$ cat config.mk
export PLATFORM = sky130hd
export DESIGN_NAME = ovp_top
export DESIGN_NICKNAME = d
export VERILOG_FILES = /design/src/ovp_pkg.sv /design/src/ovp_ms_tick.sv /design/src/ovp_phase.sv /design/src/ovp_top.sv
export VERILOG_INCLUDE_DIRS = /design/src /design/src/src
export SDC_FILE = /design/constraint.sdc
export NUM_CORES = 2
export LEC_CHECK = 0
export BUFFER_PORTS_ARGS = -buffer_cell sky130_fd_sc_hd__buf_2
export CAP_MARGIN = 20
export CORE_MARGIN = 4
export CORE_UTILIZATION = 50
export CTS_CLUSTER_DIAMETER = 120
export CTS_CLUSTER_SIZE = 8
export DETAILED_ROUTE_END_ITERATION = 12
export HOLD_SLACK_MARGIN = 0.02
export PLACE_DENSITY = 0.67
export SLEW_MARGIN = 20
export SYNTH_ARGS = -nofsm -noshare
export SYNTH_HDL_FRONTEND = slang
export SYNTH_SLANG_ARGS = --single-unit
$ cat constraint.sdc
create_clock -name ref_clk -period 15.5 [get_ports ref_clk]
set_input_delay 3.1 -clock ref_clk [delete_from_list [all_inputs] [get_ports ref_clk]]
set_output_delay 3.1 -clock ref_clk [all_outputs]
set_load 0.01 [all_outputs]
$ cat src/ovp_cfg.svh
`ifndef OVP_CFG_SVH
`define OVP_CFG_SVH

// register byte addresses
`define ADDR_CTRL 8'h00
`define ADDR_THRESH 8'h04
`define ADDR_HYST 8'h08
`define ADDR_DELAY 8'h0c
`define ADDR_STATUS 8'h10

// control register fields
`define CTRL_ENABLE_BIT 0
`define CTRL_STONLY_BIT 1
`define CTRL_MV_BIT 2

// status register fields
`define STAT_START_LSB 0
`define STAT_TRIP_LSB 3
`define STAT_GENST_BIT 6
`define STAT_GENTR_BIT 7
`define STAT_BLOCK_BIT 8

// reset values and setting ranges
`define RST_ENABLE 1'h0
`define RST_STONLY 1'h0
`define RST_MV 1'h0
`define RST_THRESH 8'h6e
`define THRESH_MIN 8'h1e
`define THRESH_MAX 8'h82
`define RST_HYST 4'h5
`define HYST_MIN 4'h1
`define HYST_MAX 4'ha
`define RST_DELAY 16'h0064
`define DELAY_MAX 16'hea60

// percent base
`define PERCENT 100

// timing
`define CLK_PERIOD_NS 40
`define TIMER_STEP_MS 1
`define CYCLES_PER_MS ((`TIMER_STEP_MS * 1000000) / `CLK_PERIOD_NS)

// axi responses
`define RESP_OKAY 2'h0
`define RESP_SLVERR 2'h2

`endif

$ cat src/ovp_pkg.sv
package ovp_pkg;

	typedef enum logic [1:0] {
		PH_IDLE = 2'b00,
		PH_STARTED = 2'b01,
		PH_TRIPPED = 2'b10
	} phase_state_e;

	typedef struct packed {
		logic function_enable_setting;
		logic start_without_trip_select;
		logic line_to_line_mode;
		logic [7:0] start_threshold_percent;
		logic [3:0] dropoff_hysteresis_percent;
		logic [15:0] operate_delay_ms;
	} settings_s;

	typedef struct packed {
		logic started;
		logic internal_trip;
	} phase_status_s;

endpackage

$ cat src/ovp_ms_tick.sv
`timescale 1ns/1ps
module ovp_ms_tick
	import ovp_pkg::*;
#(
	parameter int CYCLES = 25000
) (
	// clock and reset
	input wire logic ref_clk,
	input wire logic rst,
	// holds the prescaler at zero
	input wire logic clear,
	// one pulse per elapsed millisecond
	output logic tick
);

	localparam int CW = $clog2(CYCLES + 1);

	logic [CW-1:0] cnt_q;
	wire last = (cnt_q == CW'(CYCLES - 1));

	always_ff @(posedge ref_clk or posedge rst) begin
		if (rst) begin
			cnt_q <= '0;
			tick <= 1'b0;
		end else if (clear) begin
			cnt_q <= '0;
			tick <= 1'b0;
		end else begin
			cnt_q <= last ? '0 : CW'(cnt_q + 1'b1);
			tick <= last;
		end
	end

endmodule

$ cat src/ovp_phase.sv
`timescale 1ns/1ps
module ovp_phase
	import ovp_pkg::*;
#(
	parameter int LW = 32
) (
	// clock and reset
	input wire logic ref_clk,
	input wire logic rst,
	// function disabled or blocked
	input wire logic clear,
	// scaled magnitude and levels
	input wire logic [LW-1:0] mag_scaled,
	input wire logic [LW-1:0] pickup_level,
	input wire logic [LW-1:0] dropoff_level,
	// timing
	input wire logic [15:0] delay_ms,
	input wire logic ms_tick,
	// state out
	output phase_status_s status
);

	phase_state_e state_q;
	phase_state_e state_d;
	logic [15:0] ms_q;
	logic [15:0] ms_d;

	wire above = (mag_scaled > pickup_level);
	wire below = (mag_scaled < dropoff_level);
	wire [15:0] ms_inc = 16'(ms_q + 16'h0001);

	always_comb begin
		state_d = state_q;
		ms_d = ms_q;
		case (state_q)
			PH_IDLE: begin
				ms_d = 16'h0000;
				if (above) begin
					state_d = (delay_ms == 16'h0000) ? PH_TRIPPED : PH_STARTED;
				end
			end
			PH_STARTED: begin
				if (below) begin
					state_d = PH_IDLE;
					ms_d = 16'h0000;
				end else if (ms_tick) begin
					ms_d = ms_inc;
					if (ms_inc >= delay_ms) begin
						state_d = PH_TRIPPED;
					end
				end
			end
			PH_TRIPPED: begin
				if (below) begin
					state_d = PH_IDLE;
				end
			end
			default: begin
				state_d = PH_IDLE;
				ms_d = 16'h0000;
			end
		endcase
		if (clear) begin
			state_d = PH_IDLE;
			ms_d = 16'h0000;
		end
	end

	always_ff @(posedge ref_clk or posedge rst) begin
		if (rst) begin
			state_q <= PH_IDLE;
			ms_q <= 16'h0000;
		end else begin
			state_q <= state_d;
			ms_q <= ms_d;
		end
	end

	assign status.started = (state_q != PH_IDLE);
	assign status.internal_trip = (state_q == PH_TRIPPED);

endmodule

$ cat src/ovp_top.sv
`timescale 1ns/1ps
`include "ovp_cfg.svh"

// Summary of operation
// upstream supplies RMS fundamental magnitudes; no Fourier work is done here.
// line-to-line mode: inputs and flags refer to phase pairs instead.
// operation setting off/on, off at reset; off suppresses all outputs.
// phase starts when magnitude exceeds threshold percent, 30..130, default 110.
// started phase drops only below threshold by hysteresis percent, 1..10, def 5.
// operate delay in milliseconds, 0..60000, default 100.
// phase internal trip once started for the full operate delay.
// start-only setting, default 0; at 1 the trip is suppressed.
// general start is the OR of the three phase start flags.
// user block input suppresses every start and trip output.
// phase trips stay internal; only general trip leaves the block. Here the phase trips are also readable in status bits 3..5.
// each phase evaluates its started state independently.
// phase delay timer restarts from zero when its start drops early.
// general trip is OR of phase trips, gated by start-only, enable, block.
module ovp_top
	import ovp_pkg::*;
#(
	parameter int MAG_W = 16,
	parameter logic [15:0] NOMINAL_CODE = 16'h2710,
	parameter int CYCLES_PER_MS = `CYCLES_PER_MS
) (
	// clock and reset
	input wire logic ref_clk,
	input wire logic rst,
	// axi4-lite write address
	input wire logic [7:0] s_axi_awaddr,
	input wire logic s_axi_awvalid,
	output logic s_axi_awready,
	// axi4-lite write data
	input wire logic [31:0] s_axi_wdata,
	input wire logic [3:0] s_axi_wstrb,
	input wire logic s_axi_wvalid,
	output logic s_axi_wready,
	// axi4-lite write response
	output logic [1:0] s_axi_bresp,
	output logic s_axi_bvalid,
	input wire logic s_axi_bready,
	// axi4-lite read address
	input wire logic [7:0] s_axi_araddr,
	input wire logic s_axi_arvalid,
	output logic s_axi_arready,
	// axi4-lite read data
	output logic [31:0] s_axi_rdata,
	output logic [1:0] s_axi_rresp,
	output logic s_axi_rvalid,
	input wire logic s_axi_rready,
	// measured magnitudes, NOMINAL_CODE equals 100 percent
	input wire logic [MAG_W-1:0] phase_a_rms_magnitude,
	input wire logic [MAG_W-1:0] phase_b_rms_magnitude,
	input wire logic [MAG_W-1:0] phase_c_rms_magnitude,
	// user blocking
	input wire logic user_block_input,
	// protection outputs
	output logic phase_a_start_flag,
	output logic phase_b_start_flag,
	output logic phase_c_start_flag,
	output logic any_phase_start,
	output logic overall_trip_command
);

	// wide enough for magnitude times 10000 and threshold products
	localparam int LW = MAG_W + 32;
	localparam logic [LW-1:0] PCT = LW'(`PERCENT);

	settings_s cfg_q;

	// write channel holding registers
	logic aw_have_q;
	logic w_have_q;
	logic [7:0] aw_addr_q;
	logic [31:0] w_data_q;
	logic [3:0] w_strb_q;
	logic [1:0] bresp_q;
	logic bvalid_q;

	// read channel registers
	logic [31:0] rdata_q;
	logic [1:0] rresp_q;
	logic rvalid_q;

	// output registers
	logic [2:0] start_q;
	logic gen_start_q;
	logic gen_trip_q;

	// per-phase signals
	logic [MAG_W-1:0] mag [3];
	phase_status_s ph [3];
	logic [2:0] ph_started;
	logic [2:0] ph_trip;

	assign mag[0] = phase_a_rms_magnitude;
	assign mag[1] = phase_b_rms_magnitude;
	assign mag[2] = phase_c_rms_magnitude;

	// the function is live only when enabled and not blocked
	wire active = cfg_q.function_enable_setting & ~user_block_input;

	// levels in units of magnitude times percent squared
	wire [LW-1:0] thr_w = LW'(cfg_q.start_threshold_percent);
	wire [LW-1:0] hyst_w = LW'(cfg_q.dropoff_hysteresis_percent);
	wire [LW-1:0] nom_w = LW'(NOMINAL_CODE);
	wire [LW-1:0] pickup_level = LW'(thr_w * nom_w * PCT);
	wire [LW-1:0] dropoff_level = LW'(thr_w * nom_w * (PCT - hyst_w));

	genvar g;
	generate
		for (g = 0; g < 3; g++) begin : g_phase
			logic tick;
			wire [LW-1:0] mag_scaled = LW'(LW'(mag[g]) * PCT * PCT);

			// prescaler restarts with each start so the delay is never short
			ovp_ms_tick #(
				.CYCLES(CYCLES_PER_MS)
			) u_tick (
				.ref_clk(ref_clk),
				.rst(rst),
				.clear(~ph[g].started),
				.tick(tick)
			);

			ovp_phase #(
				.LW(LW)
			) u_phase (
				.ref_clk(ref_clk),
				.rst(rst),
				.clear(~active),
				.mag_scaled(mag_scaled),
				.pickup_level(pickup_level),
				.dropoff_level(dropoff_level),
				.delay_ms(cfg_q.operate_delay_ms),
				.ms_tick(tick),
				.status(ph[g])
			);

			assign ph_started[g] = ph[g].started;
			assign ph_trip[g] = ph[g].internal_trip;
		end
	endgenerate

	// output decision
	wire [2:0] start_d = ph_started & {3{active}};
	wire trip_allowed = active & ~cfg_q.start_without_trip_select;
	wire gen_trip_d = (|ph_trip) & trip_allowed;

	always_ff @(posedge ref_clk or posedge rst) begin
		if (rst) begin
			start_q <= 3'h0;
			gen_start_q <= 1'h0;
			gen_trip_q <= 1'h0;
		end else begin
			start_q <= start_d;
			gen_start_q <= |start_d;
			gen_trip_q <= gen_trip_d;
		end
	end

	// in line-to-line mode a, b, c stand for the pairs ab, bc, ca
	assign phase_a_start_flag = start_q[0];
	assign phase_b_start_flag = start_q[1];
	assign phase_c_start_flag = start_q[2];
	assign any_phase_start = gen_start_q;
	assign overall_trip_command = gen_trip_q;

	// axi write path: address and data accepted in either order
	assign s_axi_awready = ~aw_have_q & ~bvalid_q;
	assign s_axi_wready = ~w_have_q & ~bvalid_q;
	wire aw_take = s_axi_awvalid & s_axi_awready;
	wire w_take = s_axi_wvalid & s_axi_wready;
	wire wr_fire = aw_have_q & w_have_q & ~bvalid_q;

	wire wr_ctrl = wr_fire & (aw_addr_q == `ADDR_CTRL);
	wire wr_thresh = wr_fire & (aw_addr_q == `ADDR_THRESH);
	wire wr_hyst = wr_fire & (aw_addr_q == `ADDR_HYST);
	wire wr_delay = wr_fire & (aw_addr_q == `ADDR_DELAY);
	wire wr_status = wr_fire & (aw_addr_q == `ADDR_STATUS);
	wire wr_mapped = wr_ctrl | wr_thresh | wr_hyst | wr_delay | wr_status;

	// out-of-range settings saturate so the logic never sees them
	wire [7:0] thr_wr = w_data_q[7:0];
	wire [7:0] thr_sat = (thr_wr < `THRESH_MIN) ? `THRESH_MIN :
		(thr_wr > `THRESH_MAX) ? `THRESH_MAX : thr_wr;
	wire [7:0] hyst_wr = w_data_q[7:0];
	wire [3:0] hyst_sat = (hyst_wr < 8'(`HYST_MIN)) ? `HYST_MIN :
		(hyst_wr > 8'(`HYST_MAX)) ? `HYST_MAX : hyst_wr[3:0];
	wire [15:0] dly_wr = {
		w_strb_q[1] ? w_data_q[15:8] : cfg_q.operate_delay_ms[15:8],
		w_strb_q[0] ? w_data_q[7:0] : cfg_q.operate_delay_ms[7:0]
	};
	wire [15:0] dly_sat = (dly_wr > `DELAY_MAX) ? `DELAY_MAX : dly_wr;

	always_ff @(posedge ref_clk or posedge rst) begin
		if (rst) begin
			aw_have_q <= 1'h0;
			w_have_q <= 1'h0;
			aw_addr_q <= 8'h00;
			w_data_q <= 32'h0000_0000;
			w_strb_q <= 4'h0;
		end else begin
			if (aw_take) begin
				aw_have_q <= 1'h1;
				aw_addr_q <= {s_axi_awaddr[7:2], 2'b00};
			end else if (wr_fire) begin
				aw_have_q <= 1'h0;
			end
			if (w_take) begin
				w_have_q <= 1'h1;
				w_data_q <= s_axi_wdata;
				w_strb_q <= s_axi_wstrb;
			end else if (wr_fire) begin
				w_have_q <= 1'h0;
			end
		end
	end

	always_ff @(posedge ref_clk or posedge rst) begin
		if (rst) begin
			bvalid_q <= 1'h0;
			bresp_q <= `RESP_OKAY;
		end else if (wr_fire) begin
			bvalid_q <= 1'h1;
			bresp_q <= wr_mapped ? `RESP_OKAY : `RESP_SLVERR;
		end else if (s_axi_bready) begin
			bvalid_q <= 1'h0;
		end
	end

	assign s_axi_bvalid = bvalid_q;
	assign s_axi_bresp = bresp_q;

	// settings registers
	always_ff @(posedge ref_clk or posedge rst) begin
		if (rst) begin
			cfg_q.function_enable_setting <= `RST_ENABLE;
			cfg_q.start_without_trip_select <= `RST_STONLY;
			cfg_q.line_to_line_mode <= `RST_MV;
			cfg_q.start_threshold_percent <= `RST_THRESH;
			cfg_q.dropoff_hysteresis_percent <= `RST_HYST;
			cfg_q.operate_delay_ms <= `RST_DELAY;
		end else begin
			if (wr_ctrl & w_strb_q[0]) begin
				cfg_q.function_enable_setting <= w_data_q[`CTRL_ENABLE_BIT];
				cfg_q.start_without_trip_select <= w_data_q[`CTRL_STONLY_BIT];
				cfg_q.line_to_line_mode <= w_data_q[`CTRL_MV_BIT];
			end
			if (wr_thresh & w_strb_q[0]) begin
				cfg_q.start_threshold_percent <= thr_sat;
			end
			if (wr_hyst & w_strb_q[0]) begin
				cfg_q.dropoff_hysteresis_percent <= hyst_sat;
			end
			if (wr_delay) begin
				cfg_q.operate_delay_ms <= dly_sat;
			end
		end
	end

	// axi read path: one outstanding read, answered one cycle later
	assign s_axi_arready = ~rvalid_q;
	wire ar_take = s_axi_arvalid & s_axi_arready;
	wire [7:0] rd_addr = {s_axi_araddr[7:2], 2'b00};

	logic [31:0] status_word;
	always_comb begin
		status_word = 32'h0000_0000;
		status_word[`STAT_START_LSB +: 3] = start_q;
		status_word[`STAT_TRIP_LSB +: 3] = ph_trip;
		status_word[`STAT_GENST_BIT] = gen_start_q;
		status_word[`STAT_GENTR_BIT] = gen_trip_q;
		status_word[`STAT_BLOCK_BIT] = user_block_input;
	end

	wire [31:0] ctrl_word = {29'h0, cfg_q.line_to_line_mode,
		cfg_q.start_without_trip_select, cfg_q.function_enable_setting};

	wire rd_ctrl = (rd_addr == `ADDR_CTRL);
	wire rd_thresh = (rd_addr == `ADDR_THRESH);
	wire rd_hyst = (rd_addr == `ADDR_HYST);
	wire rd_delay = (rd_addr == `ADDR_DELAY);
	wire rd_status = (rd_addr == `ADDR_STATUS);
	wire rd_mapped = rd_ctrl | rd_thresh | rd_hyst | rd_delay | rd_status;

	wire [31:0] rd_mux =
		rd_ctrl ? ctrl_word :
		rd_thresh ? {24'h0, cfg_q.start_threshold_percent} :
		rd_hyst ? {28'h0, cfg_q.dropoff_hysteresis_percent} :
		rd_delay ? {16'h0, cfg_q.operate_delay_ms} :
		rd_status ? status_word : 32'h0000_0000;

	always_ff @(posedge ref_clk or posedge rst) begin
		if (rst) begin
			rvalid_q <= 1'h0;
			rdata_q <= 32'h0000_0000;
			rresp_q <= `RESP_OKAY;
		end else if (ar_take) begin
			rvalid_q <= 1'h1;
			rdata_q <= rd_mux;
			rresp_q <= rd_mapped ? `RESP_OKAY : `RESP_SLVERR;
		end else if (s_axi_rready) begin
			rvalid_q <= 1'h0;
		end
	end

	assign s_axi_rvalid = rvalid_q;
	assign s_axi_rdata = rdata_q;
	assign s_axi_rresp = rresp_q;

endmodule

==> flow_summary.yaml <==
floorplan:
  dieArea_sq_um: 66730
  io_pins: 154
  core_sq_um: 61830
  rows: 91
  fp.dieH_um: 258.3
  die_x_um: 258.3
  initial_core_util_pct: 50.67
routing:
  ant_nets: 0
  dr.pass1.iters: 7
  wl_per_cell_um: 15.66
  vias: 24270
  wl_um: 70710
  vias_per_cell: 5.373
  drt-initial-drc-count: 1685
  post-route-drc-count: 0
synthesis:
  netlist_top_cells_area: "ha_1 30%, dfrtp_1 14%, fa_1 12%, inv_1 7.5%, xnor2_1 3.8%"
  synth_area_leader_cell: "ha_1"
  syn_area_sq_um: 31330
  ys_seq_area_share_pct: 14.74
  synthFlopType: "dfrtp_1"
  ys_types: 93
  synthTopCellsByCount: "748 x ha_1, 627 x inv_1, 230 x nor2_1, 217 x nand2_1, 193 x a21oi_1"
  ys_async_sr_fraction_pct: 100.0
  yosys_warnings: 0
  yosysMostFrequentCell: "ha_1"
  synth_edf_count: 0
  ys_ff_latch: 184
  synth_top_area_share_pct: 29.87
  netlist_instances: 3578
  synth_area_per_cell_sq_um: 8.756
worst_setup_path:
  crit_arrival_ns: 13.13
  cp.required_ns: 15.86
  regToRegStartpoint: "cfg_q[23]$_DFFE_PP1P_"
  rrSetupSlack_ns: 2.73
  cp_common_cell: "fa_1"
  cp_max_fo: 12
  path_class: "flop to flop"
  worstReg2RegEnd: "g_phase[2].u_phase.ms_q[14]$_DFFE_PP0P_"
  crit_family: "adder cells"
  worst-path-buf-inv: 5
  cp_slowest_cell: "o31ai_2"
  max_stage_delay_ns: 0.89
  cp-end-kind: "flop"
  crit_path_start_kind: "flop"
  r2r_cells: 45
placed_design:
  gp_congestion: 0.9047
  dpl.hpwl_um: 59130
  io_buffers: 113
global_route:
  grt_pass1_wl_um: 117700
  grt_remaining_overflow: 0
  grt_util_all_layers_pct: 21.15
  grt_max_degree: 109
  grt_pass1_vias: 23390
  antenna_found_initial: 0
clock_tree:
  cts_made_buffers: 17
  cts_resized: 0
  insertion_delay_ns: 0.44
  cts_tree: "built"
  cts.sinks: 184
  postCtsHoldBufs: 0
  htree_num_levels: 4
  cts_setup_buffers: 0
  cts-root-buf: "clkbuf_16"
  clkTransAtPathRegs_ns: 0.07
  cts_buffer_depth: 2
sta:
  max_freq_ghz: 0.07831
  worst_pin_slew_ns: 1.028
  rsz0062_at_grt: "false"
  finalHoldViolations: 0
  layout_min_cycle_time_ns: 12.77
  maxSlewHeadroom_pct: 31.05
  finalMaxSlewViolations: 0
  setup_violations: 0
  period_share_pct: 82.39
  finClkSkew_ns: 0.01115
  finalSetupTns_ns: 0
job:
  drv_cap: 0
final_layout:
  diodes: 0
  drive_gt1_share_pct: 6.277
  syn2layout_area_growth_pct: 6.454
  nFillCells: 5768
  nNetsFinal: 4710
min_path:
  holdPathStages: 1
  hp-start: "g_phase[1].u_tick.cnt_q[0]$_DFF_PP0_"
  min_path_type: "flop to flop"
  min_to: "g_phase[1].u_tick.cnt_q[0]$_DFF_PP0_"
status:
  outcome: "complete, no violations"
-- routing by layer --
layer | GRT usage [%] | up-vias | wire length [um]
met2 | 35.03 | 428 | 32170
met1 | 31.33 | 11470 | 35020
met4 | 2.549 | 0 | 669
met5 | 0 | - | 0
li1 | - | 12320 | -
met3 | 1.593 | 49 | 2860
-- per-stage QoR --
stage	cells	util (%)	setup WS [ns]	hold WS (ns)	area [sq um]
3_5_place_dp	4485	52.93	2.670	0.4495	32730
6_report	4517	53.94	2.730	0.4570	33350
5_1_grt	4517	53.94	1.924	0.4629	33350
2_1_floorplan	3595	-	4.589	0.4265	31390
3_3_place_gp	4484	52.93	2.714	0.4483	32720
4_1_cts	4517	53.93	2.612	0.4589	33340
-- worst reg2reg max path, delay by kind of cell, from the launching register on --
| kind | cells | cell delay (ns) |
|---|---|---|
| DFF | 1 | 0.74 |
| and+or+nand+nor | 4 | 0.51 |
| adders and majority gates | 16 | 6.43 |
| xor gates and xnor gates | 2 | 1.24 |
| AOI/OAI and AO/OA | 18 | 3.50 |
| buffers and inverters | 5 | 0.28 |
-- area by class of cell --
class	count	area (sq um)	share of cell area, %
multi-input cells	2715	24080	72.22
flip-flops and latches	184	4617	13.84
inverters	627	2359	7.072
clock inverters	13	170.2	0.5102
well taps	837	1047	3.140
clock buffers	19	442.9	1.328
repair buffers	122	630.6	1.891
-- sequential cells by signal, summed over array words and instances, names as in the netlist, 2 cells and up --
register	cells
cfg_q	31
g_phase.u_phase.state_q	6
g_phase.u_tick.tick	3
w_strb_q	2
aw_addr_q	6
start_q	3
g_phase.u_phase.ms_q	48
g_phase.u_tick.cnt_q	45
w_data_q	16
s_axi_rdata	16
-- cells by family (layout without fill, tap and decap cells) --
family,after synthesis,count (layout),synth area share (%)
multiplexers,40,40,1.406
AND/OR/NAND/NOR,799,799,12.04
XOR/XNOR,231,231,6.482
AO/OA/AOI/OAI,684,684,14.61
adder cells (fa/ha/maj),943,943,42.09
other,1,18,0.01197
buffers and inverters,696,781,8.627
flip-flops,184,184,14.74
-- cell usage in the layout, fill, tap and decap left out, types with 38 or more instances in the layout --
cell     count
and2_1      38
o21ai_0    120
xor2_1      93
nand3_1     90
nor3_1      39
nand2_1    217
dfrtp_1    174
a21o_1     100
fa_1       187
ha_1       748
a21oi_1    193
xnor2_1    136
buf_2      114
nor2_1     230
inv_1      626
-- worst max path at each step --
stage,start,end,slack (ns),cells after the start
final,cfg_q[23]$_DFFE_PP1P_,g_phase[2].u_phase.ms_q[14]$_DFFE_PP0P_,2.73,45
after global placement,cfg_q[23]$_DFFE_PP1P_,g_phase[1].u_phase.ms_q[11]$_DFFE_PP0P_,2.71,45
after floorplan,phase_b_rms_magnitude[2],g_phase[1].u_phase.ms_q[0]$_DFFE_PP0P_,4.59,37
after detailed placement,cfg_q[23]$_DFFE_PP1P_,g_phase[1].u_phase.ms_q[11]$_DFFE_PP0P_,2.67,45
after CTS,cfg_q[23]$_DFFE_PP1P_,g_phase[1].u_phase.ms_q[11]$_DFFE_PP0P_,2.61,45
after global routing,cfg_q[23]$_DFFE_PP1P_,g_phase[2].u_phase.ms_q[11]$_DFFE_PP0P_,1.92,45
Power is not shown: default switching activity piles up to over one toggle a cycle in this logic, so the estimate is an artifact.
